**src/logic/pls_consts.vh**
```
/*
 * Constants for the power-loss supervisor controller: register map,
 * field positions, reset values, state codes and AXI response codes.
 * Assumes inclusion by bare name from the logic/ folder.
 */
//
// Contract
// Enable low at power valid keeps disabled
// Enable rising moves disabled to soft-start
// Enable drop enters backup, then disabled
// Input switch closes: enable high, above reference
// Closed switch opens on over/undervoltage
// OV select zero disables, others thresholds
// Storage enable gates storage switch, converters
// Host holds storage enable low at startup
// Unmasked status change asserts interrupt low
// Each status source has own mask
// Interrupt holds until status read
// Listed interrupt sources all included
// Power-loss flag high after soft-start
// Power-loss flag drops entering backup
// Drain switch on in power-on hold
// Force bit turns drain switch on
// Storage-good follows regulation and 95 percent
// Storage-good low when converter disabled
// Output-good high once switch fully on
// Backup output-good falls on low feedback
// Input switch connects normally, opens backup
// Host holds storage enable high normally
// Source select: pin or register bit
// Backup also on OV, OC, difference
// Encoded readable state register
`ifndef PLS_CONSTS_VH
`define PLS_CONSTS_VH

// Register byte addresses
`define REG_STATE 4'h0
`define REG_STATUS 4'h4
`define REG_MASK 4'h8
`define REG_CTRL 4'hc

// Status bit positions, 14 sources
`define NSRC 14
`define ST_IN_OV 0
`define ST_IN_UV 1
`define ST_THERM_WARN 2
`define ST_THERM_SD 3
`define ST_DIFF 4
`define ST_CUR_WARN 5
`define ST_CUR_LIM 6
`define ST_NODE_BAD 7
`define ST_STR_OV 8
`define ST_STR_UV 9
`define ST_BACKUP 10
`define ST_BUCK_FLT 11
`define ST_BUCK_UV 12
`define ST_REF_UV 13

// Control register fields
`define CT_OVSEL_LO 0
`define CT_OVSEL_HI 2
`define CT_SRC_SEL 3
`define CT_SW_EN 4
`define CT_DRAIN 5
`define CT_W 6

// Reset values
`define CTRL_RST 6'h03
`define MASK_RST 14'h0000
`define OVSEL_OFF 3'h0

// State codes, one-hot
`define S_HOLD 6'h01
`define S_OFF 6'h02
`define S_SOFT 6'h04
`define S_NORM 6'h08
`define S_BACK 6'h10
`define S_INHIB 6'h20

// AXI responses
`define RESP_OK 2'h0
`define RESP_ERR 2'h2

`endif

```
**src/logic/sync2.v**
```verilog
/*
 * Two-flop synchroniser for a vector of asynchronous pins.
 * Assumes inputs are quasi-static relative to aclk.
 */
`timescale 1ns/100ps
module sync2 #(
	parameter W = 1
) (
	// Clock and reset
	input wire aclk,
	input wire aresetn,
	// Data
	input wire [W-1:0] din,
	output reg [W-1:0] dout
);
reg [W-1:0] meta_q;

// Two stages, first read only by second
always @(posedge aclk) begin
	if (!aresetn) begin
		meta_q <= {W{1'b0}};
		dout <= {W{1'b0}};
	end else begin
		meta_q <= din;
		dout <= meta_q;
	end
end
endmodule // sync2

```
**src/logic/power_loss_supervisor_ctrl.v**
```verilog
/*
 * Power-loss supervisor control: state sequencer, input and storage
 * switch control, power flags, interrupt with clear-on-read status,
 * drain switch, AXI4-Lite register slave.
 * Assumes analog comparators arrive as asynchronous levels.
 */
`timescale 1ns/100ps
`include "pls_consts.vh"
module power_loss_supervisor_ctrl (
	// Clock and reset
	input wire aclk,
	input wire aresetn,
	// AXI4-Lite write address
	input wire [3:0] s_axi_awaddr,
	input wire s_axi_awvalid,
	output reg s_axi_awready,
	// AXI4-Lite write data
	input wire [31:0] s_axi_wdata,
	input wire [3:0] s_axi_wstrb,
	input wire s_axi_wvalid,
	output reg s_axi_wready,
	// AXI4-Lite write response
	output reg [1:0] s_axi_bresp,
	output reg s_axi_bvalid,
	input wire s_axi_bready,
	// AXI4-Lite read address
	input wire [3:0] s_axi_araddr,
	input wire s_axi_arvalid,
	output reg s_axi_arready,
	// AXI4-Lite read data
	output reg [31:0] s_axi_rdata,
	output reg [1:0] s_axi_rresp,
	output reg s_axi_rvalid,
	input wire s_axi_rready,
	// Control pins
	input wire enable_pin,
	input wire storage_path_enable_pin,
	input wire input_power_valid,
	// Input-sense comparators
	input wire input_sense_above_uv,
	input wire [6:0] input_sense_above_ov,
	input wire input_overcurrent,
	input wire input_diff_high,
	// Converter and analog status
	input wire softstart_done,
	input wire switch_fully_on,
	input wire storage_in_reg,
	input wire storage_below_95,
	input wire storage_depleted,
	input wire buck_feedback_low,
	input wire therm_warn,
	input wire therm_sd,
	input wire cur_warn,
	input wire node_bad,
	input wire str_ov,
	input wire str_uv,
	input wire buck_flt,
	input wire buck_uv,
	input wire ref_uv,
	// Switch and converter enables
	output reg input_switch_on,
	output reg storage_switch_on,
	output reg buck_on,
	output reg boost_on,
	output reg storage_drain_pin,
	// Flags
	output reg power_loss_flag,
	output reg storage_good_flag,
	output reg output_good_flag,
	output reg fault_alert_n
);
localparam NI = 28;

wire [NI-1:0] raw_w;
wire [NI-1:0] pin_w;
reg [5:0] state_q;
reg [5:0] state_d;
reg [`NSRC-1:0] status_q;
reg [`NSRC-1:0] prev_q;
reg [`NSRC-1:0] latch_q;
reg [`NSRC-1:0] mask_q;
reg [`CT_W-1:0] ctrl_q;
reg en_prev_q;
reg [`NSRC-1:0] cur_w;
reg [`NSRC-1:0] chg_w;
reg ov_hit_w;
reg fault_w;
reg path_en_w;
reg aw_ok_q;
reg w_ok_q;
reg [3:0] awaddr_q;
reg [31:0] wdata_q;
reg [3:0] wstrb_q;
reg rd_status_w;

// Gather asynchronous pins
assign raw_w = {enable_pin, storage_path_enable_pin, input_power_valid,
	input_sense_above_uv, input_sense_above_ov, input_overcurrent,
	input_diff_high, softstart_done, switch_fully_on, storage_in_reg,
	storage_below_95, storage_depleted, buck_feedback_low, therm_warn,
	therm_sd, cur_warn, node_bad, str_ov, str_uv, buck_flt, buck_uv,
	ref_uv};

sync2 #(.W(NI)) u_sync (
	.aclk(aclk),
	.aresetn(aresetn),
	.din(raw_w),
	.dout(pin_w)
);

wire en_s = pin_w[27];
wire path_pin_s = pin_w[26];
wire pwr_s = pin_w[25];
wire uv_ok_s = pin_w[24];
wire [6:0] ov_s = pin_w[23:17];
wire oc_s = pin_w[16];
wire diff_s = pin_w[15];
wire ss_done_s = pin_w[14];
wire full_on_s = pin_w[13];
wire in_reg_s = pin_w[12];
wire below95_s = pin_w[11];
wire depl_s = pin_w[10];
wire fb_low_s = pin_w[9];
wire [2:0] ovsel_w = ctrl_q[`CT_OVSEL_HI:`CT_OVSEL_LO];

// Overvoltage select and input fault terms
always @* begin
	ov_hit_w = 1'b0;
	if (ovsel_w != `OVSEL_OFF) begin
		ov_hit_w = ov_s[ovsel_w - 3'h1];
	end
	fault_w = ov_hit_w | ~uv_ok_s | oc_s | diff_s; // see
	if (ctrl_q[`CT_SRC_SEL]) begin
		path_en_w = ctrl_q[`CT_SW_EN];
	end else begin
		path_en_w = path_pin_s;
	end
end

// Next state
always @* begin
	state_d = state_q;
	case (state_q)
	`S_HOLD: begin
		if (pwr_s) begin
			state_d = `S_OFF;
		end
	end
	`S_OFF: begin
		if (!pwr_s) begin
			state_d = `S_HOLD;
		end else if (en_s && !en_prev_q) begin // see
			state_d = `S_SOFT;
		end
	end
	`S_SOFT: begin
		// Switch already closed here, so a drop falls back on storage
		if (!en_s || fault_w) begin // see
			state_d = `S_BACK;
		end else if (ss_done_s) begin
			state_d = `S_INHIB;
		end
	end
	`S_NORM, `S_INHIB: begin
		if (!en_s || fault_w) begin // see see
			state_d = `S_BACK;
		end else if (state_q == `S_INHIB && path_en_w && in_reg_s) begin
			state_d = `S_NORM;
		end else if (state_q == `S_NORM && !path_en_w) begin
			state_d = `S_INHIB;
		end
	end
	`S_BACK: begin
		if (depl_s) begin
			state_d = pwr_s ? `S_OFF : `S_HOLD;
		end else if (en_s && !fault_w) begin
			state_d = `S_SOFT;
		end
	end
	default: begin
		state_d = `S_HOLD;
	end
	endcase
end

// State register and enable edge memory
always @(posedge aclk) begin
	if (!aresetn) begin
		state_q <= `S_HOLD;
		en_prev_q <= 1'b1;
	end else begin
		state_q <= state_d;
		en_prev_q <= en_s;
	end
end

// Switch, converter and flag outputs from next state
always @(posedge aclk) begin
	if (!aresetn) begin
		input_switch_on <= 1'b0;
		storage_switch_on <= 1'b0;
		buck_on <= 1'b0;
		boost_on <= 1'b0;
		storage_drain_pin <= 1'b0;
		power_loss_flag <= 1'b0;
		storage_good_flag <= 1'b0;
		output_good_flag <= 1'b0;
	end else begin
		// Input switch closes only with enable high and input above undervoltage
		input_switch_on <= (state_d == `S_SOFT || state_d == `S_NORM ||
			state_d == `S_INHIB) && en_s && uv_ok_s; // see
		storage_switch_on <= path_en_w && (state_d == `S_NORM ||
			state_d == `S_INHIB || state_d == `S_BACK); // see
		boost_on <= path_en_w && state_d == `S_NORM;
		buck_on <= path_en_w && state_d == `S_BACK;
		storage_drain_pin <= (state_d == `S_HOLD) ||
			ctrl_q[`CT_DRAIN]; // see
		power_loss_flag <= state_d == `S_NORM ||
			state_d == `S_INHIB; // see
		// Storage good: regulation, drop at 95, converters off
		if (!path_en_w || state_d != `S_NORM) begin
			storage_good_flag <= 1'b0;
		end else if (below95_s) begin
			storage_good_flag <= 1'b0;
		end else if (in_reg_s) begin
			storage_good_flag <= 1'b1;
		end
		// Output good: switch fully on, held in backup until low feedback
		if (state_d == `S_BACK) begin
			if (state_q != `S_BACK) begin
				output_good_flag <= 1'b1;
			end else if (fb_low_s) begin
				output_good_flag <= 1'b0;
			end
		end else if (state_d == `S_NORM || state_d == `S_INHIB) begin
			output_good_flag <= full_on_s;
		end else begin
			output_good_flag <= 1'b0;
		end
	end
end

// Current status vector and change detect
always @* begin
	cur_w = {pin_w[0], pin_w[1], pin_w[2], state_q == `S_BACK,
		pin_w[3], pin_w[4], pin_w[5], oc_s, pin_w[6], diff_s,
		pin_w[7], pin_w[8], ~uv_ok_s, ov_hit_w};
	chg_w = (cur_w ^ prev_q) & ~mask_q; // see
end

// Read handshake of the status register
always @* begin
	rd_status_w = s_axi_arvalid && s_axi_arready &&
		s_axi_araddr == `REG_STATUS;
end

// Latched changes, cleared on read unless still active or set again
always @(posedge aclk) begin
	if (!aresetn) begin
		status_q <= {`NSRC{1'b0}};
		prev_q <= {`NSRC{1'b0}};
		latch_q <= {`NSRC{1'b0}};
		fault_alert_n <= 1'b1;
	end else begin
		status_q <= cur_w;
		prev_q <= cur_w;
		if (rd_status_w) begin
			latch_q <= chg_w | (cur_w & ~mask_q);
		end else begin
			latch_q <= latch_q | chg_w;
		end
		fault_alert_n <= ~(|(rd_status_w ? (chg_w | (cur_w & ~mask_q)) :
			(latch_q | chg_w))); // see
	end
end

// AXI write path: take address and data in either order
always @(posedge aclk) begin
	if (!aresetn) begin
		s_axi_awready <= 1'b1;
		s_axi_wready <= 1'b1;
		s_axi_bvalid <= 1'b0;
		s_axi_bresp <= `RESP_OK;
		aw_ok_q <= 1'b0;
		w_ok_q <= 1'b0;
		awaddr_q <= 4'h0;
		wdata_q <= 32'h0000_0000;
		wstrb_q <= 4'h0;
		ctrl_q <= `CTRL_RST;
		mask_q <= `MASK_RST;
	end else begin
		if (s_axi_awvalid && s_axi_awready) begin
			aw_ok_q <= 1'b1;
			awaddr_q <= s_axi_awaddr;
			s_axi_awready <= 1'b0;
		end
		if (s_axi_wvalid && s_axi_wready) begin
			w_ok_q <= 1'b1;
			wdata_q <= s_axi_wdata;
			wstrb_q <= s_axi_wstrb;
			s_axi_wready <= 1'b0;
		end
		// Commit once both halves are held
		if (aw_ok_q && w_ok_q && !s_axi_bvalid) begin
			aw_ok_q <= 1'b0;
			w_ok_q <= 1'b0;
			s_axi_bvalid <= 1'b1;
			s_axi_bresp <= `RESP_OK;
			if (awaddr_q == `REG_MASK) begin
				if (wstrb_q[0]) begin
					mask_q[7:0] <= wdata_q[7:0];
				end
				if (wstrb_q[1]) begin
					mask_q[`NSRC-1:8] <= wdata_q[`NSRC-1:8];
				end
			end else if (awaddr_q == `REG_CTRL) begin
				if (wstrb_q[0]) begin
					ctrl_q <= wdata_q[`CT_W-1:0]; // see
				end
			end else if (awaddr_q == `REG_STATE ||
				awaddr_q == `REG_STATUS) begin
				s_axi_bresp <= `RESP_OK;
			end else begin
				s_axi_bresp <= `RESP_ERR;
			end
		end
		if (s_axi_bvalid && s_axi_bready) begin
			s_axi_bvalid <= 1'b0;
			s_axi_awready <= 1'b1;
			s_axi_wready <= 1'b1;
		end
	end
end

// AXI read path
always @(posedge aclk) begin
	if (!aresetn) begin
		s_axi_arready <= 1'b1;
		s_axi_rvalid <= 1'b0;
		s_axi_rdata <= 32'h0000_0000;
		s_axi_rresp <= `RESP_OK;
	end else begin
		if (s_axi_arvalid && s_axi_arready) begin
			s_axi_arready <= 1'b0;
			s_axi_rvalid <= 1'b1;
			s_axi_rresp <= `RESP_OK;
			if (s_axi_araddr == `REG_STATE) begin
				s_axi_rdata <= {26'h000_0000, state_q};
			end else if (s_axi_araddr == `REG_STATUS) begin
				s_axi_rdata <= {2'h0, latch_q | chg_w,
					2'h0, status_q};
			end else if (s_axi_araddr == `REG_MASK) begin
				s_axi_rdata <= {18'h0_0000, mask_q};
			end else if (s_axi_araddr == `REG_CTRL) begin
				s_axi_rdata <= {26'h000_0000, ctrl_q};
			end else begin
				s_axi_rdata <= 32'h0000_0000;
				s_axi_rresp <= `RESP_ERR;
			end
		end
		if (s_axi_rvalid && s_axi_rready) begin
			s_axi_rvalid <= 1'b0;
			s_axi_arready <= 1'b1;
		end
	end
end
endmodule // power_loss_supervisor_ctrl

```
**config.mk**
```make
export PLATFORM = sky130hd
export DESIGN_NAME = power_loss_supervisor_ctrl
export DESIGN_NICKNAME = d
export VERILOG_FILES = /design/src/logic/sync2.v /design/src/logic/power_loss_supervisor_ctrl.v
export VERILOG_INCLUDE_DIRS = /design/src /design/src/logic
export SDC_FILE = /design/constraint.sdc
export NUM_CORES = 1
export LEC_CHECK = 0
export BUFFER_PORTS_ARGS = -buffer_cell sky130_fd_sc_hd__buf_2
export CORE_MARGIN = 2
export CORE_UTILIZATION = 45
export DETAILED_ROUTE_END_ITERATION = 16
export PLACE_DENSITY = 0.7
export SLEW_MARGIN = 15
export SYNTH_ARGS = -nofsm -noshare
export SYNTH_HDL_FRONTEND = slang
export SYNTH_SLANG_ARGS = --single-unit
```
**constraint.sdc**
```tcl
create_clock -name aclk -period 2.2 [get_ports aclk]
set_clock_uncertainty 0.1 [all_clocks]
set_input_delay 0.44 -clock aclk [delete_from_list [all_inputs] [get_ports aclk]]
set_output_delay 0.44 -clock aclk [all_outputs]
set_load 0.01 [all_outputs]
```
* Word-level counts from Yosys, hierarchy flattened
Cells that the tools add are included.
** Storage, ports and cells
- Input bits :: 79
- Register bits :: 183
- Output and inout port bits :: 50
- Logic and storage cells :: 141
** Operators by class
- $add $sub $neg :: 1
- Magnitude comparators :: 1
- Muxes and demuxes :: 32
- Equality and inequality tests :: 20
- Bitwise operators :: 13
- Reductions and logical operators :: 43
** Operator list (count)
- 6-bit two-way mux :: 11
- 30-bit two-way mux :: 2
- 6-bit one-hot mux with 5 select lines :: 1
- 14-bit bitwise AND :: 2
- 14-bit two-way mux :: 2
- 14-bit OR :: 2
- 1-bit logical AND :: 18
- 4-bit == test, second input constant :: 4
- 2-bit two-way mux :: 8
- 14-bit NOT :: 1
- 14-bit OR reduction :: 1
- 14-bit bitwise XOR :: 1
- 6-bit by 1-bit == test with 1-bit output, second input constant :: 2
- 6-bit by 3-bit == test with 1-bit output, second input constant :: 2
- 6-bit by 4-bit == test with 1-bit output, second input constant :: 2
- 6-bit by 5-bit == test with 1-bit output, second input constant :: 2
- 6-bit == test, second input constant :: 2
- 4-bit by 3-bit == test with 1-bit output, second input constant :: 2
- 4-bit zero test :: 2
- 1-bit logical OR :: 8
- 2-bit OR reduction :: 4
- 1-bit two-way mux :: 7
- 6-bit by 2-bit == test with 1-bit output, second input constant :: 1
- 6-bit by 4-bit inequality test with 1-bit output, second input constant :: 1
- 12 further kinds :: 22

* Longest topological paths before layout
- Word-level depth :: 17
- Depth in mapped cells :: 8

* Hierarchy
A second synthesis with hierarchy kept.
** Unflattened totals
- Cell total of the unflattened synthesis :: 713
- Area total of the unflattened synthesis :: 6653.9 sq um
** Modules (own cells, without submodules)
- power_loss_supervisor_ctrl :: instances 1, sequential area each 2422.3 sq um, area an instance 5121.2 sq um, cells each 595
- sync2 :: instances 1, sequential area each 1121.1 sq um, area an instance 1532.7 sq um, cells each 118

* Worst setup path after synthesis
OpenSTA, ideal clock, no wires.
- Path kind :: reg-to-reg
- From :: register ctrl_q[0]
- To :: register fault_alert_n
- Setup slack :: -17 ps
- Library setup time :: 96 ps
- Stages on the path, launching flop included :: 9
- Clock period less this slack :: 2217 ps
- Data arrival time :: 2021 ps
- Cells stage by stage :: dfxtp_1 inv_1 ha_1 mux4_2 nor2_2 a311oi_4 mux2i_1 nand2_1 o41ai_2
** Between the ends
- Cells in the longest elaborated chain, start to end :: 10
- Elaborated cells between the ends (all ways) :: 13
- Classes of those cells :: add/sub: 1; mux: 4; bitwise: 6; reduce/logical: 2
** RTL lines
- start: declaration :: RTL line power_loss_supervisor_ctrl.v:82 : reg [`CT_W-1:0] ctrl_q;
- start signal: assignment :: RTL line power_loss_supervisor_ctrl.v:289 : ctrl_q <= `CTRL_RST;
- start signal: assignment :: RTL line power_loss_supervisor_ctrl.v:318 : ctrl_q <= wdata_q[`CT_W-1:0];
- 3-bit by 1-bit subtractor with 3-bit output :: RTL line power_loss_supervisor_ctrl.v:130 : ov_hit_w = ov_s[ovsel_w - 3'h1];
- 1-bit binary-select mux with 3-bit select :: RTL line power_loss_supervisor_ctrl.v:130
- 1-bit two-way mux (not written as such) :: RTL line power_loss_supervisor_ctrl.v:130
- 1-bit two-way mux * :: RTL line power_loss_supervisor_ctrl.v:129 : if (ovsel_w != `OVSEL_OFF) begin
- 14-bit bitwise XOR :: RTL line power_loss_supervisor_ctrl.v:248 : chg_w = (cur_w ^ prev_q) & ~mask_q;
- 14-bit bitwise AND :: RTL line power_loss_supervisor_ctrl.v:248
- 14-bit OR (on tied branches) :: RTL line power_loss_supervisor_ctrl.v:273, power_loss_supervisor_ctrl.v:272
- 14-bit two-way mux * :: RTL line power_loss_supervisor_ctrl.v:272 : fault_alert_n <= ~(|(rd_status_w ? (chg_w | (cur_w & ~mask_q)) :
- 14-bit OR reduction * :: RTL line power_loss_supervisor_ctrl.v:272
- 1-bit NOT * :: RTL line power_loss_supervisor_ctrl.v:272
- end signal: assignment :: RTL line power_loss_supervisor_ctrl.v:272
- end: declaration :: RTL line power_loss_supervisor_ctrl.v:70 : output reg fault_alert_n
Mark *: on every way between the ends. The rest lies on a longest branch, timed or not. The select of a mux whose other input is x is not followed.
A chain may end at the register's enable or synchronous reset.

* Worst setup path in the final report
Ends and elaborated chain as after synthesis.

==> Implementation_results.wiki <==
{| class="wikitable"
! Metric !! Value
|-
| Post-route total power || 6.97 mW
|-
| Type of the most critical hold path || input port to flip-flop
|-
| Die Area || 15,800 um^2
|-
| Top flip-flop cell by instance count after synthesis || dfxtp_1
|-
| WHS || 0.110 ns
|-
| Final Cycle Share || 97.0%
|-
| Leading post-synthesis cells by cell area || dfxtp_1 53%, and2_1 6.6%, a21oi_1 6.1%
|-
| Routed Antenna Nets || 0
|-
| Post-synthesis cell type count || 60
|-
| Post-synth design cell area || 6680 um^2
|-
| Data arrival, critical path || 2.37 ns
|-
| Highest routed layer || met5
|-
| Power per Cell Area || 853 nW/um^2
|-
| Crit path time final || 2.13 ns
|-
| Clk Latency, worst-skew pair || 0.43 ns
|-
| Worst setup path class || flip-flop to flip-flop
|-
| Pin count of the biggest net entering global routing || 45
|-
| I/O Pins || 129
|-
| Leading cell type in the layout, fill and taps excluded || dfxtp_1
|-
| Static Leak || 3.46 nW
|-
| Worst-path clk slew || 0.07 ns
|-
| Synth async-reset ratio || 0%
|-
| Post-placement cell area || 7480 um^2
|-
| Number of vias per cell || 5.04
|-
| H-tree levels || 4
|-
| Total of endpoints with negative setup slack in the final report || 0
|-
| Max-slew violation count || 0
|-
| Global-route wire length before repair || 23.8 mm
|-
| Detailed-placement wirelength estimate || 10.3 mm
|-
| Run status || finished, final reports clean
|-
| Total vias in the final route || 5,228
|-
| Number of detailed-routing iterations run before antenna repair || 4
|-
| Detailed-routing wirelength on met1 || 7.19 mm
|-
| Number of global-route vias before repair || 4,940
|-
| Area growth, synth to finish || 22.4%
|-
| Core ar. || 14,500 um^2
|-
| Synthesis-stage register bit count || 177
|-
| Initial antenna violation count || 1
|-
| Wire length per cell after detailed routing || 14.0 um
|-
| Area fraction of the dominant cell type after synthesis || 53.1%
|-
| Number of sinks on the clock net || 177
|-
| Max-slew headroom at the worst pin || 59.4%
|-
| DIE HEIGHT || 126 um
|-
| Routed Wire Length || 14.6 mm
|-
| Number of cell rows || 44
|-
| Register area share after synthesis || 53.1%
|-
| Final count of hold timing violations || 0
|-
| Maximum ir drop on the vdd rail || 0.000565 V
|-
| Commonest cells after routing, fill and taps aside || 175 x dfxtp_1, 102 x buf_2, 90 x nor2_1
|-
| Highest net fanout along the worst path || 4
|-
| Clock tree from TritonCTS || done
|-
| Fraction of final layout cells sized beyond drive strength 1 || 22.4%
|-
| Utilization after layout || 56.2%
|-
| Number of cells on the worst reg-to-reg path || 8
|-
| Gate Count Post-Synth || 732
|-
| CTS max path bufs || 2
|-
| Area leader, netlist || dfxtp_1
|-
| Setup TNS || 0 ns
|-
| Per-instance average area after synthesis || 9.12 um^2
|-
| Highest attainable clock frequency || 469 MHz
|-
| Setup repair after global routing missed its margin || true
|-
| Critical path endpoint category || flip-flop
|-
| Worst-Margin Slew || 0.609 ns
|-
| Initial core utilization || 45.9%
|-
| Global-route total usage across every layer || 18.7%
|-
| Number of flops mapped to enable cells by yosys || 0
|-
| Req. time, crit path || 2.43 ns
|-
| Met2 routed wirelength || 6.22 mm
|-
| Final Wtd Congestion || 0.862
|-
| Startpoint Class || flip-flop
|-
| Die X-Extent || 126 um
|-
| DRC errors left || 0
|-
| Count of input and output buffers || 102
|-
| Final instance area || 8170 um^2
|-
| CTS Root Cell || clkbuf_16
|-
| Clock buffer count from CTS || 17
|-
| Max Cap Viol || 0
|-
| Global-route congestion overflow total || 0
|-
| Yosys warnings || 0
|-
| DRC marker count from the first detailed-route iteration || 352
|-
| Number of nets in the layout || 922
|-
| Ant diodes || 0
|-
| Wire length on met3 || 881 um
|-
| Cells on Worst Hold Path || 2
|}
-- cell usage after synthesis, drive strengths merged, types with 9 or more instances --
cell type,number
a21oi,81
xor2,13
a22oi,14
mux2i,9
clkbuf,36
nand3,24
buf,12
nand2,85
dfxtp,177
and3,9
inv,18
nor2,91
and2,71
o21ai,12
-- stage by stage --
stage	setup slack, ns	std cells
floorplan	0.0310	737
detailed placement	-0.0990	1004
finish	0.0664	1038
CTS	-0.00604	1036
global placement	-0.0595	1004
global route	-0.0410	1038
-- registers in the layout (all words and copies together), names as in the netlist, 2 cells and up --
name,flops
awaddr_q,4
ctrl_q,6
latch_q,14
mask_q,14
prev_q,14
s_axi_rdata,28
state_q,6
u_sync.dout,28
u_sync.meta_q,28
wdata_q,14
wstrb_q,2
-- cell type report --
type | count | area, um^2
Sequential cell | 177 | 3550
Fill cell | 1307 | 6360
Multi-Input combinational cell | 493 | 2920
Inverter | 19 | 73.8
Clock inverter | 13 | 186
Timing Repair Buffer | 133 | 776
Tap cell | 184 | 230
Clock buffer | 19 | 433
-- kinds of logic after synthesis --
| logic type | Yosys count | synth area share, % |
|---|---|---|
| muxes | 18 | 4.10 |
| and+or+nand+nor | 315 | 23.2 |
| buffers and inverters | 67 | 4.24 |
| xor gates and xnor gates | 16 | 2.38 |
| AOI/OAI and AO/OA | 136 | 12.6 |
| adders and majority gates | 2 | 0.375 |
| DFF | 177 | 53.1 |
| other | 1 | 0.0562 |
-- timing repair --
action,4_1_cts,5_1_grt
resized for setup,8,5
pin swaps,4,5
buffers inserted,1,2
hold buffers,0,0
endpoints found under the setup margin,8,8
-- per-layer routing --
| metal | vias up | global-route usage [%] |
|---|---|---|
| met5 | - | 0 |
| met4 | 2 | 7.56 |
| met3 | 26 | 5.52 |
| met2 | 159 | 27.8 |
| met1 | 2378 | 25.6 |
| li1 | 2663 | - |
-- report_power, final --
part	internal (mW)	switching (mW)	leakage, nW	total (mW)
Combinational	0.201	0.243	1.72	0.444
Sequential	3.32	0.0654	1.45	3.39
Clock	1.90	1.24	0.290	3.14
Total	5.42	1.55	3.46	6.97
-- final timing paths --
kind                                            startpoint  slack, ns                             end
worst max-delay path                ctrl_q[0]$_SDFFE_PN1P_       0.07        fault_alert_n$_SDFF_PN1_
worst min-delay path                          s_axi_wvalid       0.11       s_axi_wready$_SDFFE_PP1P_
worst max register to register      ctrl_q[0]$_SDFFE_PN1P_       0.07        fault_alert_n$_SDFF_PN1_
worst min register to register  u_sync.dout[11]$_SDFF_PN0_       0.31  storage_good_flag$_SDFFE_PP0P_
-- critical path: stages, from the launching register on --
cell	delay (ns)
dfxtp_4	0.36
inv_4	0.05
ha_4	0.17
xor2_4	0.16
buf_6	0.13
a311oi_4	0.43
mux2i_1	0.27
nand2_1	0.09
o41ai_2	0.27
No activity file was read; power rests on OpenSTA's default activity.
